--- config.mk ---
export PLATFORM = sky130hd
export DESIGN_NAME = port_d_direction_and_latch
export DESIGN_NICKNAME = d
export VERILOG_FILES = /design/src/design/port_d_pkg.sv /design/src/design/port_d_direction_and_latch.sv
export VERILOG_INCLUDE_DIRS = /design/src /design/src/design
export SDC_FILE = /design/constraint.sdc
export NUM_CORES = 1
export LEC_CHECK = 0
export BUFFER_PORTS_ARGS = -buffer_cell sky130_fd_sc_hd__buf_2
export CAP_MARGIN = 20
export CORE_UTILIZATION = 49
export DETAILED_ROUTE_END_ITERATION = 8
export GPL_TIMING_DRIVEN = 1
export PLACE_DENSITY_LB_ADDON = 0.3
export RECOVER_POWER = 100
export SYNTH_ARGS = -nofsm -noshare
export SYNTH_HDL_FRONTEND = slang
export SYNTH_SLANG_ARGS = --single-unit
--- constraint.sdc ---
create_clock -name clk_i -period 2 [get_ports clk_i]
set_input_delay 0.2 -clock clk_i [delete_from_list [all_inputs] [get_ports clk_i]]
set_output_delay 0.2 -clock clk_i [all_outputs]
set_load 0.05 [all_outputs]
--- src/design/port_d_defines.svh ---
// register offsets, reset values and field positions for port d
`ifndef PORT_D_DEFINES_SVH
`define PORT_D_DEFINES_SVH
`define PORT_D_DATA_ADDR 8'h08
`define PORT_D_DIRECTION_ADDR 8'h88
`define PORT_D_DIRECTION_RESET 8'hff
`define PORT_D_PIN3_REFOUT 3
`define PORT_D_PIN2_CMPOUT 2
`define PORT_D_PIN1_SERIAL_DATA 1
`define PORT_D_PIN0_SERIAL_CLOCK 0
`endif

--- src/design/port_d_pkg.sv ---
// types shared by the port d logic
package port_d_pkg;
  // one register file access from the cpu
  typedef struct packed {
    logic wr;
    logic rd;
    logic bit_op;
    logic bit_val;
    logic [2:0] bit_sel;
    logic [7:0] addr;
    logic [7:0] wdata;
  } reg_req_s;
  // pad control toward the pins
  typedef struct packed {
    logic [7:0] out;
    logic [7:0] oe;
  } pad_drive_s;
endpackage

--- src/design/port_d_direction_and_latch.sv ---
// port d direction register, output latches and alternate-function pin muxing
`timescale 1ns/1ps
`include "port_d_defines.svh"
module port_d_direction_and_latch
  import port_d_pkg::*;
#(
  parameter int WIDTH = 8
)
(
  // clock and reset
  input wire logic clk_i,
  input wire logic rst_i,
  // cpu register access
  input wire reg_req_s req_i,
  output logic [7:0] rdata_o,
  // alternate function controls
  input wire logic cmp_b_output_enable_i,
  input wire logic refb_out_i,
  input wire logic cmpb_out_i,
  input wire logic serial_pin_select_i,
  input wire logic serial_enable_i,
  input wire logic serial_data_out_i,
  input wire logic serial_data_oe_i,
  input wire logic serial_clock_out_i,
  input wire logic serial_clock_oe_i,
  input wire logic [7:4] analog_select_i,
  // pins
  input wire logic [7:0] pin_i,
  output logic [7:0] pin_o,
  output logic [7:0] pin_oe_o,
  output logic [1:0] serial_pin_level_o
);

  // refuse any width the fixed eight-pin muxing cannot serve
  if (WIDTH != 8)
  begin : g_width_check
    $error("port d is eight bits wide");
  end

  // ****************************************
  // state
  // ****************************************
  logic [7:0] port_d_direction;
  logic [7:0] port_d_latch;
  logic [7:0] next_port_d_direction;
  logic [7:0] next_port_d_latch;
  logic [7:0] pin_meta;
  logic [7:0] pin_sync;
  logic [7:0] pin_read;
  pad_drive_s pad;

  // address decode used by read and write paths
  function automatic logic hit(input logic [7:0] a, input logic [7:0] target);
    hit = (a == target);
  endfunction

  // two-stage pin synchroniser
  always_ff @(posedge clk_i)
  begin
    if (rst_i)
    begin
      pin_meta <= 8'h00;
      pin_sync <= 8'h00;
    end
    else
    begin
      pin_meta <= pin_i;
      pin_sync <= pin_meta;
    end
  end

  // pin levels as seen by a read, analog pins forced low
  always_comb
  begin
    pin_read = pin_sync;
    pin_read[7:4] = pin_sync[7:4] & ~analog_select_i;
  end

  // ****************************************
  // register next values
  // ****************************************
  always_comb
  begin
    next_port_d_direction = port_d_direction;
    next_port_d_latch = port_d_latch;
    if (req_i.wr && hit(req_i.addr, `PORT_D_DIRECTION_ADDR))
    begin
      if (req_i.bit_op)
      begin
        next_port_d_direction[req_i.bit_sel] = req_i.bit_val;
      end
      else
      begin
        next_port_d_direction = req_i.wdata;
      end
    end
    if (req_i.wr && hit(req_i.addr, `PORT_D_DATA_ADDR))
    begin
      if (req_i.bit_op)
      begin
        next_port_d_latch = pin_read;
        next_port_d_latch[req_i.bit_sel] = req_i.bit_val;
      end
      else
      begin
        next_port_d_latch = req_i.wdata;
      end
    end
  end

  // register update
  always_ff @(posedge clk_i)
  begin
    if (rst_i)
    begin
      port_d_direction <= `PORT_D_DIRECTION_RESET;
      port_d_latch <= 8'h00;
    end
    else
    begin
      port_d_direction <= next_port_d_direction;
      port_d_latch <= next_port_d_latch;
    end
  end

  // read data
  always_ff @(posedge clk_i)
  begin
    if (rst_i)
    begin
      rdata_o <= 8'h00;
    end
    else if (req_i.rd && hit(req_i.addr, `PORT_D_DATA_ADDR))
    begin
      rdata_o <= pin_read;
    end
    else if (req_i.rd && hit(req_i.addr, `PORT_D_DIRECTION_ADDR))
    begin
      rdata_o <= port_d_direction;
    end
    else
    begin
      rdata_o <= 8'h00;
    end
  end

  // ****************************************
  // pad muxing
  // ****************************************
  always_comb
  begin
    pad.out = port_d_latch;
    pad.oe = ~port_d_direction;
    if (cmp_b_output_enable_i)
    begin
      pad.out[`PORT_D_PIN3_REFOUT] = refb_out_i;
      pad.oe[`PORT_D_PIN3_REFOUT] = 1'b1;
      pad.out[`PORT_D_PIN2_CMPOUT] = cmpb_out_i;
      pad.oe[`PORT_D_PIN2_CMPOUT] = 1'b1;
    end
    if (serial_enable_i && serial_pin_select_i)
    begin
      pad.out[`PORT_D_PIN1_SERIAL_DATA] = serial_data_out_i;
      pad.oe[`PORT_D_PIN1_SERIAL_DATA] = serial_data_oe_i;
      pad.out[`PORT_D_PIN0_SERIAL_CLOCK] = serial_clock_out_i;
      pad.oe[`PORT_D_PIN0_SERIAL_CLOCK] = serial_clock_oe_i;
    end
  end

  assign pin_o = pad.out;
  assign pin_oe_o = pad.oe;
  assign serial_pin_level_o = pin_sync[1:0];

  // ****************************************
  // assertions
  // ****************************************
  logic serial_own;
  assign serial_own = serial_enable_i && serial_pin_select_i;
endmodule

Word-level counts from Yosys, hierarchy flattened. Cells that the tools add are included.

Register bits: 40. Latch bits: 0. RAM bits: 0. ROM bits: 0. Input port bits: 46. Output and inout bits: 26. Logic and storage cells: 30. Memories: 0.

$add $sub $neg: 0. Multipliers: 0. Divide/modulo/power cells: 0. $lt $le $gt $ge: 2. Eq/ne operators: 2. Shifts and indexed selects: 0. Mux-type cells: 12. Bitwise operators: 3. Reductions and logical operators: 6.

Operators with widths (count): $mux W8 (4); $bwmux W8 (2); $eq A8 B4 Y1 const B (1); $eq A8 B8 Y1 const B (1); $mux W2 (4); $not A8 Y8 (1); $logic_and A1 B1 Y1 (6); $and A4 B4 Y4 (1); $lt A3 B4 Y1 const B (1); $not A4 Y4 (1); $demux W1 S3 (1); $ge A3 B1 Y1 const B (1); $mux W1 (1).

Longest topological paths before layout. Gate-level depths: netlist (run 1).

Word-level depth: 6. Gate-level depth with buffers: 5. Depth with buffers taken out: 3.

Worst setup path after synthesis (run 1). OpenSTA, ideal clock, no wires.

Kind: input port to flip-flop. From: input port req_i[16] in the netlist's numbering. To: register port_d_direction[1]. Setup time: 0.072 ns. Arrival: 1.405 ns. Required time: 1.928 ns. Setup slack: 0.523 ns. Stages: 4. Path buffers: 1. Cells stage by stage: buf_2 -> or3b_2 -> a2111oi_2 -> mux2i_1.

Longest elaborated chain between the ends: 6. Elaborated cells between the ends (all ways): 7. Those cells by class: order compare (2); mux (4); reduce/logical (1).

Ends and longest elaborated chain: start, declared (line port_d_direction_and_latch.sv:14) `input wire reg_req_s req_i,`; $lt A3 B4 Y1 (not written as such) or $ge A3 B1 Y1 (tied branches) (line port_d_direction_and_latch.sv:90) `next_port_d_direction[req_i.bit_sel] = req_i.bit_val;`; $logic_and A1 B1 Y1 (not written as such) (line port_d_direction_and_latch.sv:90); $mux W1 (not written as such) (line port_d_direction_and_latch.sv:90); $demux W1 S3 (*) (line port_d_direction_and_latch.sv:90); $bwmux W8 (*) (line port_d_direction_and_latch.sv:90); $mux W8 (*) (line port_d_direction_and_latch.sv:88) `if (req_i.bit_op)`; end signal, assigned (line port_d_direction_and_latch.sv:116) `` port_d_direction <= `PORT_D_DIRECTION_RESET; ``; end signal, assigned (line port_d_direction_and_latch.sv:121) `port_d_direction <= next_port_d_direction;`; end, declared (line port_d_direction_and_latch.sv:43) `logic [7:0] port_d_direction;`.

Mark *: on every way between the ends. The rest lies on a longest branch, timed or not. A chain may end at the register's enable or synchronous reset.

Worst setup path after layout (run 1).
From: input port req_i[13] in the netlist's numbering. To: register port_d_direction[7].

Longest elaborated chain between the ends: 2.

Ends and longest elaborated chain: $eq A8 B8 Y1 (line port_d_direction_and_latch.sv:54) `hit = (a == target);`; $logic_and A1 B1 Y1 (line port_d_direction_and_latch.sv:86) `` if (req_i.wr && hit(req_i.addr, `PORT_D_DIRECTION_ADDR)) ``.

No other way between the ends.

==> qor.yml, run 1 <==
cts_hold_repair.buffers: 0
post_synth_fa_ha_maj_area_fraction_pct: 0
tritoncts: "done"
clock_power_share_pct: 38.7
fin_nets: 322
layout_min_cycle_time_ns: 1.61
timing.fmax_ghz: 0.620
drive_gt1_share_pct: 23.1
startpoint_type: "input pin"
p_seq_share_pct: 47.8
synth_top_area_share_pct: 39.5
hold_viol: 0
synthToLayoutAreaGrowth_pct: 18.1
cts.repair.resized: 0
power.ir.vdd_worst_mv: 0.476
critical_path_required_ns: 2.23
die_outline_area_mm2: 0.00440
worstSetupPathType: "in2reg"
synth.largest_area_cell: "dfxtp_1"
synth_top_cells_by_area: "dfxtp_1, nor2b_1, a311oi_1"
slew_headroom_pct: 39.0
clockBufferDepth: 2
grt_antenna_before_repair: 0
floorplan.die.width_um: 66.4
worst_setup_path_startpoint: "req_i[13]"
drt_drc_violations_left: 0
via_per_inst: 5.87
totalNegativeSetupSlack_ns: 0
synth_instances: 220
grt.overflow.total: 0
drt-wirelength-per-cell_um: 15.2
io_buffer_count: 71
synth_area_mm2: 0.00203
postCtsSetupRepairBufs: 0
grt_use_total_pct: 23.6
timing.hold.worst.class: "in2reg"
clock_tree.root_cell: "clkbuf_8"
total_power_mw: 1.71
place.gp.congestion: 0.845
hpwl_um: 3420
switchingPower_mw: 0.448
synth_top_family_by_area: "simple AND/OR/NAND/NOR gates"
cts.sink_count: 40
vias: 1918
cts-buffers-inserted: 5
n_antenna_cell: 0
avg_cell_area_syn_um2: 9.22
pwr-share-comb_pct: 13.5
yosys_register_bits: 40
timing_worst_slew_pin_value_ns: 0.915
critical_path.reg2reg.startpoint: "pin_sync[7]$_SDFF_PP0_"
grt_pass1_vias: 1593
synth_simple_gate_area_share_pct: 26.6
synth_compound_area_share_pct: 20.2
timing.critical_path.to_type: "flip-flop"
cap_violations: 0
pin_count: 72
total_leakage_power_nw: 0.920
final_setup_violations: 0
outcome: "completed"
worstHoldStart: "pin_i[5]"
cellInternalPower_mw: 1.26
grt_start_max_net_pins: 49
dr.first_iter.drc_count: 143
synth_cell_types: 34
grt_pass1_wl_um: 7580
yosysSeqAreaShare_pct: 39.5
post_synth_mux_area_share_pct: 6.17
final.period_utilization_pct: 80.6
power.switching_fraction_pct: 26.2
drt_wl_total_um: 4970
clock_skew_after_layout_ns: 0.00953
timing.critical_path.arrival_ns: 1.85
crit_fanout: 5
final_antenna_net_count: 0
synth-warning-count: 0
grt_setup_unrepaired: "false"
dieHeight_um: 66.4
powerDensity_mw_per_mm2: 713
postSynthNetCount: 266
clock_latency_ns: 0.30
htree_levels: 2
slew_viol_final: 0
drt_pass_1_iters: 4
initial_core_util_pct: 50.7
core_mm2: 0.00400
synth_xor_xnor_area_share_pct: 0
clkSlewWorstSetupHoldPaths_ns: 0.08
cell_rows: 23
[worst paths after layout]
path,endpoint,slack (ns),cells past startpoint
hold / removal,pin_meta[5]$_SDFF_PP0_,0.11,2
hold reg to reg,pin_sync[7]$_SDFF_PP0_,0.44,1
setup reg to reg,port_d_latch[7]$_SDFFE_PP0P_,0.98,3
setup / recovery,port_d_direction[7]$_SDFFE_PP1P_,0.39,4
[area by class of cell]
class	count	area, um2
fill	372	1600
sequential	40	801
timing repair buffer	73	337
multi-input combinational	147	1050
clock buffer	5	68.8
clock inverter	3	42.5
tap	50	62.6
inverter	9	33.8
[critical path, stage by stage]
cell       delay [ns]
clkbuf_1         0.13
or4b_1           0.68
a2111oi_0        0.59
mux2i_1          0.24
[cell usage in the layout, fill, tap and decap left out, drive strengths merged, types with 5 or more instances in the layout]
| master | instances |
|---|---|
| a21oi | 5 |
| clkbuf | 34 |
| nand4 | 7 |
| inv | 9 |
| a211oi | 5 |
| a31oi | 16 |
| nor2b | 28 |
| a311oi | 16 |
| nor2 | 11 |
| nand2 | 9 |
| nand3 | 7 |
| buf | 44 |
| mux2i | 8 |
| dfxtp | 40 |
[routing by layer]
| metal | share of wire (%) | GRT usage (%) | vias to the layer above |
|---|---|---|---|
| met2 | 46 | 35.7 | 104 |
| li1 | - | - | 932 |
| met4 | 1.9 | 9.57 | 0 |
| met5 | 0 | 0 | - |
| met3 | 8.5 | 5.86 | 8 |
| met1 | 44 | 31.7 | 874 |
[flip-flops by register name, indices dropped and copies added (netlist names)]
register	count
rdata_o	8
port_d_latch	8
port_d_direction	8
pin_sync	8
pin_meta	8
[power groups by stage]
stage | sequential [mW] | clock [mW] | combinational (mW)
detailed placement | 0.836 | 0 | 0.237
floorplan | 0.834 | 0 | 0.158
CTS | 0.817 | 0.676 | 0.239
global route | 0.819 | 0.718 | 0.252
global placement | 0.836 | 0 | 0.233
finish | 0.817 | 0.661 | 0.231
[kinds of logic after synthesis]
logic type | Yosys count
AND/OR/NAND/NOR | 85
AO/OA/AOI/OAI | 50
flip-flops | 40
buffers and inverters | 33
multiplexers | 12
[cell usage after synthesis]
cell / instances
nand4b_1: 2
nand4_1: 7
mux2i_1: 8
nor2b_1: 28
and3b_1: 1
nor4_1: 1
nand3b_1: 4
a31oi_1: 16
a2111oi_2: 3
nor4b_4: 1
buf_4: 6
mux2_2: 4
a2111oi_4: 1
nor4b_1: 3
o2111ai_1: 4
nor3_4: 1
nand2_1: 9
clkbuf_1: 9
clkbuf_2: 1
a21oi_1: 5
nor2_1: 11
or3b_2: 1
dfxtp_1: 40
inv_1: 9
buf_1: 3
nand2b_1: 2
or4b_4: 2
nand3_1: 7
buf_2: 5
nor3_1: 1
a211oi_1: 5
nor3b_1: 2
a311oi_1: 16
and2_1: 2
[through the flow]
step                hold WS (ns)  area (um2)  std cells  utilization [%]  setup slack (ns)
floorplan                  0.328        2030        220                -             0.523
global placement           0.407        2350        319             58.7             0.391
detailed placement         0.415        2350        319             58.7             0.351
CTS                       0.0989        2460        327             61.5             0.646
global route               0.103        2400        327             59.9             0.304
finish                     0.107        2400        327             59.9             0.387
Power figures use the tool's default switching activity.
==> run 2: changes to the inputs <==
--- a/config.mk
+++ b/config.mk
@@ -8,7 +8,7 @@
 export LEC_CHECK = 0
 export BUFFER_PORTS_ARGS = -buffer_cell sky130_fd_sc_hd__buf_2
 export CAP_MARGIN = 20
-export CORE_UTILIZATION = 49
+export CORE_UTILIZATION = 45
 export DETAILED_ROUTE_END_ITERATION = 8
 export GPL_TIMING_DRIVEN = 1
 export PLACE_DENSITY_LB_ADDON = 0.3
==> constraint.sdc (replaced) <==
create_clock -name clk_i -period 1.33 [get_ports clk_i]
set_input_delay 0.133 -clock clk_i [delete_from_list [all_inputs] [get_ports clk_i]]
set_output_delay 0.133 -clock clk_i [all_outputs]
set_load 0.05 [all_outputs]
==> qor.yml, run 2 (synthesized netlist as in run 1, its figures left out) <==
outcome: "completed"
fin_nets: 345  # +7.1%
drt_drc_violations_left: 0  # unchanged
pin_count: 72  # unchanged
htree_levels: 2  # unchanged
final.period_utilization_pct: 93.2
grt.overflow.total: 0  # unchanged
clock_tree.root_cell: "clkbuf_8"
grt_pass1_wl_um: 8340  # +10%
cellInternalPower_mw: 1.94  # +54%
hpwl_um: 4050  # +18%
synthToLayoutAreaGrowth_pct: 28.1
timing.fmax_ghz: 0.807
dr.first_iter.drc_count: 201  # +41%
reg2reg_depth: 3  # unchanged
placed_cell_area_mm2: 0.00256  # +8.9%
final_design_area_excluding_fillers_mm2: 0.00260  # +8.5%
cap_violations: 0  # unchanged
timing.critical_path.to_type: "output port"
total_leakage_power_nw: 1.11  # +21%
crit_fanout: 2  # -3
postCtsSetupRepairBufs: 0  # unchanged
n_antenna_cell: 0  # unchanged
worstSetupPathType: "reg2out"
core_mm2: 0.00435  # +8.9%
pwr-share-comb_pct: 15.4  # +1.9 points
cts.sink_count: 40  # unchanged
drt-wirelength-per-cell_um: 14.4  # -5.4%
drt_pass_1_iters: 4  # unchanged
slew_viol_final: 0  # unchanged
leading_cell_type_in_the_layout_fill_and_taps_excluded: "buf_2"
dieHeight_um: 69.2  # +4.2%
power.ir.vdd_worst_mv: 0.694  # +46%
final_util_pct: 59.7  # -0.22 points
place.gp.congestion: 0.857  # +1.4%
powerDensity_mw_per_mm2: 999  # +40%
switchingPower_mw: 0.656  # +46%
drt_wl_total_um: 5060  # +1.8%
startpoint_type: "flip-flop"
timing_worst_slew_pin_value_ns: 0.592  # -0.323 ns
timing.critical_path.arrival_ns: 1.11  # -0.74 ns
vias: 1969  # +2.7%
final_setup_violations: 0  # unchanged
io_buffer_count: 71  # unchanged
cts.repair.resized: 0  # unchanged
grt_pass1_vias: 1830  # +15%
final_antenna_net_count: 0  # unchanged
floorplan.die.width_um: 69.2  # +4.2%
drive_gt1_share_pct: 36.7  # +14 points
grt_use_total_pct: 22.2  # -1.4 points
die_outline_area_mm2: 0.00478  # +8.6%
clock_power_share_pct: 37.2  # -1.5 points
critical_path_required_ns: 1.20  # -1.03 ns
cts_hold_repair.buffers: 0  # unchanged
via_per_inst: 5.59  # -4.6%
timing.hold.worst.class: "in2reg"
grt_start_max_net_pins: 28  # -43%
clockBufferDepth: 2  # unchanged
power.switching_fraction_pct: 25.2  # -0.95 points
cts-buffers-inserted: 5  # unchanged
min_path_cells: 2  # unchanged
p_seq_share_pct: 47.4  # -0.4 points
initial_core_util_pct: 46.6  # -4.1 points
layout_min_cycle_time_ns: 1.24
tritoncts: "done"
grt_setup_unrepaired: "false"
hold_viol: 0  # unchanged
clock_skew_after_layout_ns: 0.0135  # +0.00399 ns
mostFrequentLayoutCells: "buf_2, dfxtp_1, nor2b_1"
slew_headroom_pct: 60.7  # +22 points
clkSlewWorstSetupHoldPaths_ns: 0.08  # about the same
grt_antenna_before_repair: 0  # unchanged
cell_rows: 24  # +4.3%
clock_latency_ns: 0.30  # about the same
run 2: cell types whose count changed in the layout (fill, tap and decap cells not counted), sizes merged:
| cell | delta |
|---|---|
| buf | +21 |
| clkinvlp | -1 |
| clkbuf | +3 |
run 2: layout make-up:
| class | count | area, um2 |
|---|---|---|
| Tap cell | 52 | 65.1 |
| Clock inverter | 2 | 35.0 |
| Inverter | 9 | 33.8 |
| Sequential cell | 40 | 801 |
| Timing Repair Buffer | 96 | 528 |
| Multi-Input combinational cell | 147 | 1060 |
| Clock buffer | 6 | 72.6 |
| Fill cell | 393 | 1750 |
run 2: metal layers:
| layer | part of all wire [%] | track usage, % |
|---|---|---|
| met1 | 42 | 27.6 |
| met2 | 48 | 35.1 |
| met3 | 8.1 | 7.16 |
| met5 | 0 | 0 |
| met4 | 2.2 | 9.52 |
run 2: worst paths after layout:
kind / from / end / slack, ns
setup / recovery: port_d_latch[1]$_SDFFE_PP0P_ / pin_o[1] / 0.09
hold / removal: pin_i[2] / pin_meta[2]$_SDFF_PP0_ / 0.05
setup reg to reg: pin_sync[7]$_SDFF_PP0_ / port_d_latch[7]$_SDFFE_PP0P_ / 0.36
hold reg to reg: pin_meta[5]$_SDFF_PP0_ / pin_sync[5]$_SDFF_PP0_ / 0.44
run 2: critical path: stages, from the launching register on:
cell,delay [ns]
dfxtp_1,0.32
mux2_2,0.26
clkbuf_2,0.23
run 2: metrics by stage:
step	hold slack [ns]	power, mW	setup slack, ns	instances	setup TNS (ns)
after floorplan	0.261	1.50	-0.0253	220	-0.0505
after global placement	0.340	1.66	-0.162	344	-1.76
after detailed placement	0.345	1.67	-0.209	344	-2.46
after CTS	0.0397	2.63	0.103	352	0
after global routing	0.0479	2.72	0.0390	352	0
final	0.0529	2.60	0.0911	352	0
run 2: power groups by stage:
stage | combinational [mW] | clock (mW) | sequential, mW
5_1_grt | 0.436 | 1.05 | 1.23
3_5_place_dp | 0.412 | 0 | 1.26
4_1_cts | 0.414 | 0.990 | 1.23
3_3_place_gp | 0.406 | 0 | 1.26
2_1_floorplan | 0.246 | 0 | 1.25
6_report | 0.401 | 0.966 | 1.23
==> run 3: changes to the inputs <==
==> constraint.sdc (replaced) <==
create_clock -name clk_i -period 1.33 [get_ports clk_i]
set_input_delay 0.0665 -clock clk_i [delete_from_list [all_inputs] [get_ports clk_i]]
set_output_delay 0.0665 -clock clk_i [all_outputs]
set_load 0.05 [all_outputs]
==> qor.yml, run 3 (synthesized netlist as in run 1, its figures left out) <==
final_antenna_net_count: 0  # unchanged
hold_viol: 0  # unchanged
placed_cell_area_mm2: 0.00255  # -0.24%
drt_pass_1_iters: 5  # +1
timing_worst_slew_pin_value_ns: 0.658  # +0.0657 ns
clkSlewWorstSetupHoldPaths_ns: 0.09  # about the same
clock_latency_ns: 0.30  # about the same
cp_cell_sequence: "inv_1 > clkbuf_1"
clock_tree.root_cell: "clkbuf_8"
worstSetupPathType: "reg2out"
leading_cell_type_in_the_layout_fill_and_taps_excluded: "buf_2"
core_mm2: 0.00435  # unchanged
fillers: 391  # -0.51%
slew_headroom_pct: 56.1  # -4.5 points
multi_input_comb_area_mm2: 0.00108  # +1.8%
cap_violations: 0  # unchanged
initial_core_util_pct: 46.6  # unchanged
n_antenna_cell: 0  # unchanged
pin_count: 72  # unchanged
vias: 2004  # +1.8%
power.ir.vdd_worst_mv: 0.729  # +5.2%
startpoint_type: "flip-flop"
mostFrequentLayoutCells: "buf_2, dfxtp_1, nor2b_1"
final.period_utilization_pct: 90.4  # -2.8 points
timing.fmax_ghz: 0.832  # +3.1%
cts_hold_repair.buffers: 8  # +8
synthToLayoutAreaGrowth_pct: 33.3
via_per_inst: 5.57  # -0.48%
timing.critical_path.to_type: "output port"
slew_viol_final: 0  # unchanged
clock_skew_after_layout_ns: 0.00918  # -0.00434 ns
grt.overflow.total: 0  # unchanged
htree_levels: 2  # unchanged
timing.critical_path.slowest_stage_cell: "clkbuf_1"
powerDensity_mw_per_mm2: 993  # -0.63%
grt_pass1_vias: 1888  # +3.2%
io_buffer_count: 71  # unchanged
timing.hold.worst.class: "in2reg"
floorplan.die.width_um: 69.2  # unchanged
timing.critical_path.arrival_ns: 1.14  # +0.03 ns
cp_slowest_stage_delay_ns: 0.45  # +0.13 ns
cell_rows: 24  # unchanged
total_leakage_power_nw: 1.11  # +0.20%
cts.sink_count: 40  # unchanged
final_design_area_excluding_fillers_mm2: 0.00271  # +4.0%
drt_wl_total_um: 5230  # +3.3%
drt_drc_violations_left: 0  # unchanged
dr.first_iter.drc_count: 171  # -15%
drive_gt1_share_pct: 32.8  # -3.9 points
grt_setup_unrepaired: "false"
grt_antenna_before_repair: 0  # unchanged
grt_pass1_wl_um: 8690  # +4.1%
cts.repair.resized: 0  # unchanged
hpwl_um: 3740  # -7.7%
die_outline_area_mm2: 0.00478  # unchanged
area.sequential_um2: 801  # unchanged
postCtsSetupRepairBufs: 0  # unchanged
cts-buffers-inserted: 5  # unchanged
outcome: "completed"
grt_use_total_pct: 22.7  # +0.54 points
grt_start_max_net_pins: 34  # +21%
fin_nets: 353  # +2.3%
place.gp.congestion: 0.920  # +7.4%
final_util_pct: 62.1  # +2.4 points
drt-wirelength-per-cell_um: 14.5  # +1.0%
clockBufferDepth: 2  # unchanged
tritoncts: "done"
critical_path_required_ns: 1.26  # +0.06 ns
layout_min_cycle_time_ns: 1.20  # -0.0372 ns
dieHeight_um: 69.2  # unchanged
final_setup_violations: 0  # unchanged
crit_fanout: 3  # +1
-- run 3: cell count changes in the layout (fill, tap and decap cells not counted), sizes merged --
cell         change
buf              -1
clkinv           -1
clkinvlp         +1
dlygate4sd3      +8
inv              +1
-- run 3: final timing paths --
| kind | cells past startpoint | to | slack (ns) | start |
|---|---|---|---|---|
| hold / removal | 4 | rdata_o[6]$_SDFF_PP0_ | 0.06 | analog_select_i[6] |
| hold reg to reg | 1 | pin_sync[5]$_SDFF_PP0_ | 0.43 | pin_meta[5]$_SDFF_PP0_ |
| setup / recovery | 2 | pin_oe_o[4] | 0.13 | port_d_direction[4]$_SDFFE_PP1P_ |
| setup reg to reg | 3 | port_d_latch[7]$_SDFFE_PP0P_ | 0.34 | pin_sync[7]$_SDFF_PP0_ |
-- run 3: critical path, delay by kind of cell (launching register included) --
kind | cells | cell delay [ns]
buffers and inverters | 2 | 0.50
flip-flops | 1 | 0.33
-- run 3: power by group --
part | total (mW) | internal [mW] | switching (mW)
clock | 1.03 | 0.565 | 0.466
sequential | 1.23 | 1.22 | 0.00974
combinational | 0.424 | 0.182 | 0.243
total | 2.69 | 1.97 | 0.718
-- run 3: metrics by stage --
stage	power (mW)	instances	TNS (ns)	hold WS, ns	setup WS [ns]
5_1_grt	2.80	360	0	0.0677	0.0801
3_5_place_dp	1.67	344	-1.06	0.280	-0.168
6_report	2.69	360	0	0.0567	0.128
4_1_cts	2.69	360	0	0.0572	0.136
2_1_floorplan	1.50	220	0	0.195	0.0173
3_3_place_gp	1.66	344	-0.743	0.272	-0.124
-- run 3: area by class of cell --
class,instances,area share (%)
tap,52,2.41
clock inverter,3,1.71
sequential,40,29.6
multi-input combinational,147,40.1
inverter,9,1.25
clock buffer,5,2.54
timing repair buffer,104,22.4
-- run 3: routing by layer --
layer / track usage [%] / up-vias / part of all wire [%]
met4: 7.03 / 0 / 1.3
li1: - / 985 / -
met3: 5.99 / 8 / 6.3
met1: 29.0 / 922 / 44
met2: 37.3 / 89 / 48
met5: 0 / - / 0
